===== config.mk =====
export PLATFORM = sky130hd
export DESIGN_NAME = glt_tunnel
export DESIGN_NICKNAME = d
export VERILOG_FILES = /design/src/glt_pkg.sv /design/src/glt_tunnel.sv
export VERILOG_INCLUDE_DIRS = /design/src /design/src/src
export SDC_FILE = /design/constraint.sdc
export NUM_CORES = 2
export LEC_CHECK = 0
export BUFFER_PORTS_ARGS = -buffer_cell sky130_fd_sc_hd__buf_2
export CORE_MARGIN = 2
export CORE_UTILIZATION = 36
export DETAILED_ROUTE_END_ITERATION = 7
export PLACE_DENSITY = 0.58
export SETUP_SLACK_MARGIN = 0.2
export SYNTH_ARGS = -nofsm -noshare
export SYNTH_HDL_FRONTEND = slang
export SYNTH_SLANG_ARGS = --single-unit

===== constraint.sdc =====
create_clock -name sys_clk_in -period 82.6 [get_ports sys_clk_in]
set_input_delay 24.78 -clock sys_clk_in [delete_from_list [all_inputs] [get_ports sys_clk_in]]
set_output_delay 24.78 -clock sys_clk_in [all_outputs]
set_load 0.05 [all_outputs]

===== src/glt_defs.svh =====
`ifndef GLT_DEFS_SVH
`define GLT_DEFS_SVH

// Register offsets (byte addresses)
`define GLT_CFG_BASE 8'h00
`define GLT_CTRL 8'h40
`define GLT_DELAY 8'h44
`define GLT_LEVELS 8'h48
`define GLT_PENDING 8'h4C

// Per-pin configuration word fields, then the control word's COMP bit
`define GLT_F_TX_EN 0
`define GLT_F_RX_EN 1
`define GLT_F_SW_OE 2
`define GLT_F_OD 3
`define GLT_F_LVL 4
`define GLT_F_PRIO 5
`define GLT_F_IN 6
`define GLT_F_TX_ID 8
`define GLT_F_RX_ID 16
`define GLT_F_COMP 0

// Timing
`define GLT_CLK_NS 10
`define GLT_FWD_COMP_NS 3500
`define GLT_FWD_PLAIN_NS 1000
`define GLT_REV_PLAIN_NS 6000
`define GLT_DLY_CYC ((`GLT_FWD_COMP_NS + `GLT_CLK_NS - 1) / `GLT_CLK_NS)
`define GLT_LAT_CYC (`GLT_REV_PLAIN_NS / `GLT_CLK_NS)

// Link cost per transition, bits
`define GLT_BITS_PLAIN 40
`define GLT_BITS_COMP 80

`endif


===== src/glt_pkg.sv =====
package glt_pkg;
  typedef enum logic [1:0] {
    GLT_TX_IDLE = 2'b01,
    GLT_TX_SEND = 2'b10
  } glt_tx_e;
  typedef logic [4:0] glt_tag_t;
  typedef logic [15:0] glt_stamp_t;
endpackage


===== src/glt_tunnel.sv =====
`timescale 1ns/1ns
`include "glt_defs.svh"
module glt_tunnel #(
  parameter int PINS = 13,
  parameter int LAT_MAX = `GLT_LAT_CYC
) (
  // Clock, reset, enable
  input wire logic sys_clk_in,
  input wire logic rst_in,
  input wire logic ce_in,
  // Register port
  input wire logic [7:0] reg_addr_in,
  input wire logic [31:0] reg_wdata_in,
  input wire logic reg_wr_in,
  input wire logic reg_rd_in,
  output logic [31:0] reg_rdata_out,
  // Pins
  input wire logic [PINS-1:0] pin_in_in,
  output logic [PINS-1:0] pin_out_out,
  output logic [PINS-1:0] pin_oe_out,
  // Link send side
  output logic tx_valid_out,
  input wire logic tx_ready_in,
  output glt_pkg::glt_tag_t tx_tag_out,
  output logic tx_level_out,
  output glt_pkg::glt_stamp_t tx_stamp_out,
  output logic tx_comp_out,
  output logic tx_last_out,
  output logic [6:0] tx_cost_out,
  // Link receive side
  input wire logic rx_valid_in,
  output logic rx_ready_out,
  input wire glt_pkg::glt_tag_t rx_tag_in,
  input wire logic rx_level_in,
  input wire glt_pkg::glt_stamp_t rx_stamp_in,
  input wire logic rx_comp_in
);

  if (PINS < 1 || PINS > 13) begin : g_bad_pins
    $error("PINS must be 1 to 13");
  end
  if (LAT_MAX < 1 || LAT_MAX > 32767) begin : g_bad_lat
    $error("LAT_MAX out of range");
  end

  typedef struct packed {
    glt_pkg::glt_tx_e tx_st;
    logic [PINS-1:0] s1;
    logic [PINS-1:0] s2;
    logic [PINS-1:0] s3;
    logic [PINS-1:0] stab;
    logic [PINS-1:0] tx_en;
    logic [PINS-1:0] rx_en;
    logic [PINS-1:0] sw_oe;
    logic [PINS-1:0] od;
    logic [PINS-1:0] lvl;
    logic [PINS-1:0] prio;
    logic [PINS-1:0] pend;
    logic [PINS-1:0] plvl;
    logic [PINS-1:0] echo;
    logic [PINS-1:0] hpend;
    logic [PINS-1:0] hlvl;
    logic [PINS-1:0][4:0] tx_id;
    logic [PINS-1:0][4:0] rx_id;
    logic [PINS-1:0][15:0] pseq;
    logic [PINS-1:0][15:0] hts;
    logic [15:0] now;
    logic [15:0] dly;
    logic comp;
    logic [31:0] rdata;
    logic [4:0] o_tag;
    logic o_lvl;
    logic [15:0] o_stamp;
    logic o_comp;
    logic o_last;
  } glt_state_s;

  glt_state_s st_r;
  glt_state_s st_nxt;

  function automatic logic [15:0] age(input logic [15:0] now, input logic [15:0] t);
    age = now - t;
  endfunction

  function automatic logic cfg_hit(input logic [7:0] a);
    cfg_hit = (a[7:6] == 2'b00) && (a[1:0] == 2'b00) && (int'(a[5:2]) < PINS);
  endfunction

  // Selection of the next transition to send
  logic any_pend;
  logic starve;
  logic [PINS-1:0] drv_en;
  logic [PINS-1:0] drv_v;
  logic [PINS-1:0] rx_match;
  logic [PINS-1:0] due;
  logic [PINS-1:0] swallow;
  int best;
  always_comb begin
    any_pend = |st_r.pend;
    starve = 1'b0;
    best = 0;
    for (int i = 0; i < PINS; i++) begin
      if (st_r.pend[i] && age(st_r.now, st_r.pseq[i]) >= 16'(LAT_MAX)) begin
        starve = 1'b1;
      end
    end
    for (int i = 0; i < PINS; i++) begin
      if (st_r.pend[i]) begin
        if (!st_r.pend[best]) begin
          best = i;
        end else if ((st_r.prio[i] && !starve) && !(st_r.prio[best] && !starve)) begin
          best = i;
        end else if (((st_r.prio[i] && !starve) == (st_r.prio[best] && !starve)) &&
                     age(st_r.now, st_r.pseq[i]) > age(st_r.now, st_r.pseq[best])) begin
          best = i;
        end
      end
    end
  end

  always_comb begin
    for (int i = 0; i < PINS; i++) begin
      rx_match[i] = st_r.rx_en[i] && (st_r.rx_id[i] == rx_tag_in);
      swallow[i] = st_r.echo[i] && st_r.s2[i] == st_r.s3[i] && st_r.s3[i] != st_r.stab[i] &&
                   st_r.s3[i] == st_r.lvl[i];
    end
    rx_ready_out = ~|(rx_match & st_r.hpend);
  end

  // release held transitions, or drive plain ones at once
  always_comb begin
    for (int i = 0; i < PINS; i++) begin
      drv_en[i] = 1'b0;
      drv_v[i] = 1'b0;
      due[i] = st_r.hpend[i] && age(st_r.now, st_r.hts[i]) >= st_r.dly;
      if (due[i]) begin
        drv_en[i] = 1'b1;
        drv_v[i] = st_r.hlvl[i];
      end else if (rx_valid_in && rx_ready_out && rx_match[i] && !rx_comp_in) begin
        drv_en[i] = 1'b1;
        drv_v[i] = rx_level_in;
      end
    end
  end

  always_comb begin
    int k;
    k = 0;
    st_nxt = st_r;
    st_nxt.s1 = pin_in_in;
    st_nxt.s2 = st_r.s1;
    st_nxt.s3 = st_r.s2;
    st_nxt.now = st_r.now + 16'h0001;
    st_nxt.rdata = 32'h0000_0000;
    if (reg_wr_in) begin
      if (cfg_hit(reg_addr_in)) begin
        k = int'(reg_addr_in[5:2]);
        st_nxt.tx_en[k] = reg_wdata_in[`GLT_F_TX_EN];
        st_nxt.rx_en[k] = reg_wdata_in[`GLT_F_RX_EN];
        st_nxt.sw_oe[k] = reg_wdata_in[`GLT_F_SW_OE];
        st_nxt.od[k] = reg_wdata_in[`GLT_F_OD];
        st_nxt.lvl[k] = reg_wdata_in[`GLT_F_LVL];
        st_nxt.prio[k] = reg_wdata_in[`GLT_F_PRIO];
        st_nxt.tx_id[k] = reg_wdata_in[`GLT_F_TX_ID +: 5];
        st_nxt.rx_id[k] = reg_wdata_in[`GLT_F_RX_ID +: 5];
      end else if (reg_addr_in == `GLT_CTRL) begin
        st_nxt.comp = reg_wdata_in[`GLT_F_COMP];
      end else if (reg_addr_in == `GLT_DELAY) begin
        st_nxt.dly = reg_wdata_in[15:0];
      end
    end
    if (reg_rd_in) begin
      if (cfg_hit(reg_addr_in)) begin
        k = int'(reg_addr_in[5:2]);
        st_nxt.rdata[`GLT_F_TX_EN] = st_r.tx_en[k];
        st_nxt.rdata[`GLT_F_RX_EN] = st_r.rx_en[k];
        st_nxt.rdata[`GLT_F_SW_OE] = st_r.sw_oe[k];
        st_nxt.rdata[`GLT_F_OD] = st_r.od[k];
        st_nxt.rdata[`GLT_F_LVL] = st_r.lvl[k];
        st_nxt.rdata[`GLT_F_PRIO] = st_r.prio[k];
        st_nxt.rdata[`GLT_F_IN] = st_r.stab[k];
        st_nxt.rdata[`GLT_F_TX_ID +: 5] = st_r.tx_id[k];
        st_nxt.rdata[`GLT_F_RX_ID +: 5] = st_r.rx_id[k];
      end else if (reg_addr_in == `GLT_CTRL) begin
        st_nxt.rdata[`GLT_F_COMP] = st_r.comp;
      end else if (reg_addr_in == `GLT_DELAY) begin
        st_nxt.rdata[15:0] = st_r.dly;
      end else if (reg_addr_in == `GLT_LEVELS) begin
        st_nxt.rdata[PINS-1:0] = st_r.stab;
      end else if (reg_addr_in == `GLT_PENDING) begin
        st_nxt.rdata[PINS-1:0] = st_r.pend;
      end
    end
    case (st_r.tx_st)
      glt_pkg::GLT_TX_IDLE: begin
        if (any_pend) begin
          st_nxt.tx_st = glt_pkg::GLT_TX_SEND;
        end
      end
      glt_pkg::GLT_TX_SEND: begin
        if (tx_ready_in && !any_pend) begin
          st_nxt.tx_st = glt_pkg::GLT_TX_IDLE;
        end
      end
      default: begin
        st_nxt.tx_st = glt_pkg::GLT_TX_IDLE;
      end
    endcase
    // load the chosen entry as soon as the link is free
    if (any_pend && (st_r.tx_st != glt_pkg::GLT_TX_SEND || tx_ready_in)) begin
      st_nxt.pend[best] = 1'b0;
      st_nxt.o_tag = st_r.tx_id[best];
      st_nxt.o_lvl = st_r.plvl[best];
      st_nxt.o_stamp = st_r.comp ? st_r.pseq[best] : 16'h0000;
      st_nxt.o_comp = st_r.comp;
      st_nxt.o_last = (st_r.pend & ~(PINS'(1) << best)) == '0;
    end
    // edge detection, set wins over the send-side clear
    for (int i = 0; i < PINS; i++) begin
      if (st_r.s2[i] == st_r.s3[i] && st_r.s3[i] != st_r.stab[i]) begin
        st_nxt.stab[i] = st_r.s3[i];
        if (st_r.tx_en[i]) begin
          if (st_r.echo[i] && st_r.s3[i] == st_r.lvl[i]) begin
            st_nxt.echo[i] = 1'b0;
          end else begin
            // entry will carry this pin's tag
            st_nxt.pend[i] = 1'b1;
            st_nxt.plvl[i] = st_r.s3[i];
            st_nxt.pseq[i] = st_r.now;
          end
        end
      end
    end
    // hold stamped arrivals, drive due ones
    for (int i = 0; i < PINS; i++) begin
      if (drv_en[i]) begin
        st_nxt.hpend[i] = 1'b0;
        st_nxt.lvl[i] = drv_v[i];
        st_nxt.echo[i] = st_r.tx_en[i] && (drv_v[i] != st_r.stab[i]);
      end
      if (rx_valid_in && rx_ready_out && rx_match[i] && rx_comp_in) begin
        st_nxt.hpend[i] = 1'b1;
        st_nxt.hlvl[i] = rx_level_in;
        st_nxt.hts[i] = rx_stamp_in;
      end
    end
  end

  always_ff @(posedge sys_clk_in) begin
    if (rst_in) begin
      st_r <= '0;
      st_r.tx_st <= glt_pkg::GLT_TX_IDLE;
      st_r.dly <= 16'(`GLT_DLY_CYC);
    end else if (ce_in) begin
      st_r <= st_nxt;
    end
  end

  always_comb begin
    for (int i = 0; i < PINS; i++) begin
      pin_out_out[i] = st_r.od[i] ? 1'b0 : st_r.lvl[i];
      pin_oe_out[i] = (st_r.rx_en[i] || st_r.sw_oe[i]) && (!st_r.od[i] || !st_r.lvl[i]);
    end
  end

  assign reg_rdata_out = st_r.rdata;
  assign tx_valid_out = st_r.tx_st == glt_pkg::GLT_TX_SEND;
  assign tx_tag_out = st_r.o_tag;
  assign tx_level_out = st_r.o_lvl;
  assign tx_stamp_out = st_r.o_stamp;
  assign tx_comp_out = st_r.o_comp;
  assign tx_last_out = st_r.o_last;
  assign tx_cost_out = st_r.o_comp ? 7'(`GLT_BITS_COMP) : 7'(`GLT_BITS_PLAIN);

  // Checks
  property p_od_low;
    @(posedge sys_clk_in) disable iff (rst_in)
      (st_r.od != '0) |-> (pin_out_out & st_r.od) == '0;
  endproperty
  a_od_low: assert property (p_od_low) else $error("open-drain pin drove high");

  property p_plain_drive;
    @(posedge sys_clk_in) disable iff (rst_in)
      (ce_in && rx_valid_in && rx_ready_out && !rx_comp_in && rx_match != '0)
      |=> (st_r.lvl & $past(rx_match)) == ($past(rx_match) & {PINS{$past(rx_level_in)}});
  endproperty
  a_plain_drive: assert property (p_plain_drive) else $error("plain arrival not driven");

  property p_tx_stable;
    @(posedge sys_clk_in) disable iff (rst_in)
      (tx_valid_out && !tx_ready_in) |=> tx_valid_out && $stable(tx_tag_out) &&
      $stable(tx_level_out);
  endproperty
  a_tx_stable: assert property (p_tx_stable) else $error("send data changed while stalled");

  property p_edge_only;
    @(posedge sys_clk_in) disable iff (rst_in)
      $rose(st_r.pend[0]) |-> $past(st_r.s2[0] == st_r.s3[0] && st_r.s3[0] != st_r.stab[0]);
  endproperty
  a_edge_only: assert property (p_edge_only) else $error("entry without edge");

  property p_read_lat;
    @(posedge sys_clk_in) disable iff (rst_in)
      (ce_in && reg_rd_in && reg_addr_in == `GLT_LEVELS) |=> reg_rdata_out[0] == $past(st_r.stab[0]);
  endproperty
  a_read_lat: assert property (p_read_lat) else $error("level read wrong");

  property p_hold_bound;
    @(posedge sys_clk_in) disable iff (rst_in)
      (ce_in && due != '0) |=> (st_r.hpend & $past(due)) == '0;
  endproperty
  a_hold_bound: assert property (p_hold_bound) else $error("held transition overdue");

  property p_no_echo;
    @(posedge sys_clk_in) disable iff (rst_in)
      (ce_in && swallow != '0) |=> (st_r.pend & ~$past(st_r.pend) & $past(swallow)) == '0;
  endproperty
  a_no_echo: assert property (p_no_echo) else $error("replayed edge sent back");

  property p_sync_agree;
    @(posedge sys_clk_in) disable iff (rst_in)
      $changed(st_r.stab[0]) |-> $past(st_r.s2[0]) == $past(st_r.s3[0]);
  endproperty
  a_sync_agree: assert property (p_sync_agree) else $error("edge without agreement");

  property p_plain_nostamp;
    @(posedge sys_clk_in) disable iff (rst_in)
      (tx_valid_out && !tx_comp_out) |-> tx_stamp_out == 16'h0000 && tx_cost_out == 7'h28;
  endproperty
  a_plain_nostamp: assert property (p_plain_nostamp) else $error("plain packet has stamp");

endmodule


==> impl_metrics.py <==
metrics = {
    "timing": {
        "maxSlewHeadroom": 0.162,
        "clock.fmax_mhz": 12.7,
        "period_share": 0.950,
        "tns_ns": 0,
        "hold_viol": 0,
        "layout_min_cycle_time_ns": 78.51,
        "rsz0062_at_grt": "no",
        "skew_ns": 0.0737,
        "maxSlewViolCount": 0,
        "worstMarginPinSlew_ns": 1.24,
        "setup_viol": 0,
        "hold_ws_ns": 0.449,
    },
    "drt": {
        "drc": 2,
        "post_drt_wl_per_cell_um": 28.8,
        "first_pass_iters": 8,
        "drt_iter0_drc": 9395,
        "drt-vias-per-instance": 6.02,
        "vias": 80218,
        "ant_nets": 0,
        "totalWireLength_mm": 383,
    },
    "final_layout": {
        "final_common_cell": "nand2_1",
        "final_util": 0.402,
        "fillers": 22226,
        "design_area_mm2": 0.0859,
        "final_nets": 11464,
        "layout-drive-gt1-share": 0.0855,
        "layout.cells.non_filler": 13315,
        "area_growth_pct": 11.1,
        "final_cell_mix": "1367 x nand2_1, 1076 x a21oi_1, 967 x ha_1, 914 x nor2_1, 856 x inv_1",
    },
    "grt": {
        "grt_pass1_vias": 74930,
        "grt_usage": 0.340,
        "grt_remaining_overflow": 0,
        "grt_max_degree": 99,
        "grt_pass1_wl_mm": 542,
        "antenna_found_initial": 27,
    },
    "cts": {
        "cts.path.max_buffers": 3,
        "cts_tree": "yes",
        "htree_num_levels": 3,
        "cts-root-buf": "clkbuf_16",
        "cts_sinks": 821,
        "numCtsBuffers": 103,
        "clk_pin_slew_worst_paths_ns": 0.06,
        "clk_latency_ns": 0.79,
    },
    "setup_path": {
        "crit_path_end": "tx_stamp_out[7]$_SDFFE_PP0P_",
        "r2r_end": "tx_stamp_out[7]$_SDFFE_PP0P_",
        "cp-start-kind": "register",
        "worstPathRequired_ns": 83.32,
        "r2r_cells": 344,
        "critPathBufInv": 24,
        "critical_path_depth": 344,
        "r2r_slack_ns": 4.09,
        "critPathMaxStageDelay_ns": 0.94,
        "crit_type": "reg2reg",
        "startpoint": "st_r[73]$_SDFFE_PP0P_",
        "reg2reg_from": "st_r[73]$_SDFFE_PP0P_",
        "path_max_fanout": 45,
        "cpMostUsedCell": "a21oi_1",
        "crit_slowest_cell": "dfxtp_1",
        "worst-endpoint-arrival_ns": 79.22,
        "critical-path-top-delay-family": "compound AO/OA/AOI/OAI gates",
        "endpoint_kind": "register",
    },
    "min_path": {
        "hold_depth": 2,
        "hp-class": "reg2reg",
    },
    "synthesis": {
        "syn_area_per_cell_um2": 7.45,
        "ys_ff_latch": 821,
        "synth_area_leaders": "dfxtp_1 21%, ha_1 16%, a21oi_1 7.0%, nand2_1 6.7%, mux2i_1 5.8%",
        "synth_edf_count": 0,
        "synth_top_area_frac": 0.213,
        "ys_warn_count": 0,
        "yosysTopAreaCell": "dfxtp_1",
        "ys_seq_area_frac": 0.213,
        "synth-async-reset-ratio": 0,
        "netlist_area_mm2": 0.0773,
        "synthCells": 10380,
        "yosysUniqueCellTypes": 101,
        "synthFlopType": "dfxtp_1",
    },
    "floorplanning": {
        "core_mm2": 0.214,
        "die_y_um": 467,
        "start_util": 0.361,
        "die_area_mm2": 0.219,
        "ios": 174,
        "fp.dieW_um": 467,
        "rows": 170,
    },
    "pwr": {
        "power_density_mw_per_mm2": 12.3,
        "p_leak_nw": 37.8,
        "vdd_drop_max_mv": 0.0161,
    },
    "placement": {
        "dp_hpwl_mm": 286,
        "placed_cells": 13108,
        "dpl_cell_area_mm2": 0.0822,
        "place_congestion": 1.06,
        "port_buffers": 148,
    },
    "outcome": {
        "status": "finished with violations",
        "violations": "DRC",
    },
    "run": {
        "maxCapViolations": 0,
    },
}
==> final cells by class <==
type | instances | area [um2] | area share
Clock buffer | 144 | 2920 | 0.0340
Timing Repair Buffer | 536 | 3810 | 0.0443
Inverter | 859 | 3220 | 0.0375
Antenna cell | 17 | 42.5 | 0.000495
Tap cell | 2838 | 3550 | 0.0413
Sequential cell | 821 | 16500 | 0.192
Clock inverter | 44 | 687 | 0.00799
Multi-Input combinational cell | 8056 | 55200 | 0.643
==> state kept, by name, summed over array words and instances, names as in the netlist <==
signal and flops:
reg_rdata_out 21, st_nxt 26, st_r 750, tx_comp_out 1, tx_last_out 1, tx_level_out 1, tx_stamp_out 16, tx_tag_out 5
==> cell families (layout without fill, tap and decap cells) <==
group | count (synthesis) | in the layout | share of synthesized area
buf+inv | 1516 | 1583 | 0.0774
other cells | 1 | 31 | 0.0000485
flops | 821 | 821 | 0.213
mux | 521 | 521 | 0.0762
simple gates | 2936 | 2936 | 0.160
xor+xnor | 542 | 542 | 0.0614
fa+ha+maj | 1004 | 1004 | 0.166
compound gates | 3039 | 3039 | 0.246
==> power by group <==
part | switching [mW] | internal (mW) | leakage [nW] | total (mW)
clock network | 0.206 | 0.291 | 1.75 | 0.497
registers | 0.00205 | 0.397 | 6.62 | 0.399
logic | 0.0995 | 0.0609 | 29.4 | 0.160
total | 0.307 | 0.748 | 37.8 | 1.06
==> metal layers <==
layer | track usage | wire length (um) | vias up
met3 | 0.0613 | 34800 | 1049
met5 | 0 | 102 | -
met1 | 0.441 | 157000 | 38679
met2 | 0.513 | 161000 | 4136
met4 | 0.226 | 29600 | 14
li1 | - | - | 36340
==> stage by stage <==
stage	total power [mW]	worst slack [ns]
2_1_floorplan	0.517	19.00
3_3_place_gp	0.562	6.26
3_5_place_dp	0.565	6.01
4_1_cts	1.06	5.56
5_1_grt	1.09	0.206
6_report	1.06	4.09
==> worst reg2reg max path: cells and delay by family, from the launching register on <==
| family | cells | cell delay [ns] |
|---|---|---|
| adders and majority gates | 24 | 8.02 |
| AOI/OAI and AO/OA | 220 | 49.26 |
| DFF | 1 | 0.94 |
| muxes | 2 | 0.68 |
| xor gates and xnor gates | 16 | 2.23 |
| buffers and inverters | 24 | 5.86 |
| and+or+nand+nor | 58 | 11.53 |
==> synthesized netlist by cell type (all sizes together), types with 48 or more instances <==
cell and count:
nand2 1373, nor3 67, clkbuf 492, o21bai 57
buf 165, and2 48, dfxtp 821, o22ai 49
nand4 62, ha 967, xor2 198, o21ai 676
nor2b 68, nand2b 78, mux4 52, and3 58
a21boi 64, a22oi 71, nor2 928, nand3 178
a21o 299, mux2i 450, a31oi 70, a211oi 79
xnor2 344, a21oi 1080, inv 857, o211ai 194
==> how the worst min path moves through the flow <==
stage,start,end
floorplan,tx_stamp_out[13]$_SDFFE_PP0P_,tx_stamp_out[13]$_SDFFE_PP0P_
global placement,st_r[132]$_SDFFE_PP0P_,st_r[132]$_SDFFE_PP0P_
detailed placement,st_r[132]$_SDFFE_PP0P_,st_r[132]$_SDFFE_PP0P_
CTS,st_r[132]$_SDFFE_PP0P_,st_r[132]$_SDFFE_PP0P_
global route,st_r[135]$_SDFFE_PP0P_,st_r[135]$_SDFFE_PP0P_
finish,st_r[132]$_SDFFE_PP0P_,st_r[132]$_SDFFE_PP0P_
==> what timing repair did <==
| item | CTS | global route |
|---|---|---|
| gates resized for setup | 0 | 4 |
| hold buffers | 0 | 0 |
| endpoints found under the setup margin | 0 | 35 |
| setup buffers | 0 | 2 |
| hold endpoints to repair | 0 | 0 |
Power figures use the tool's default switching activity.
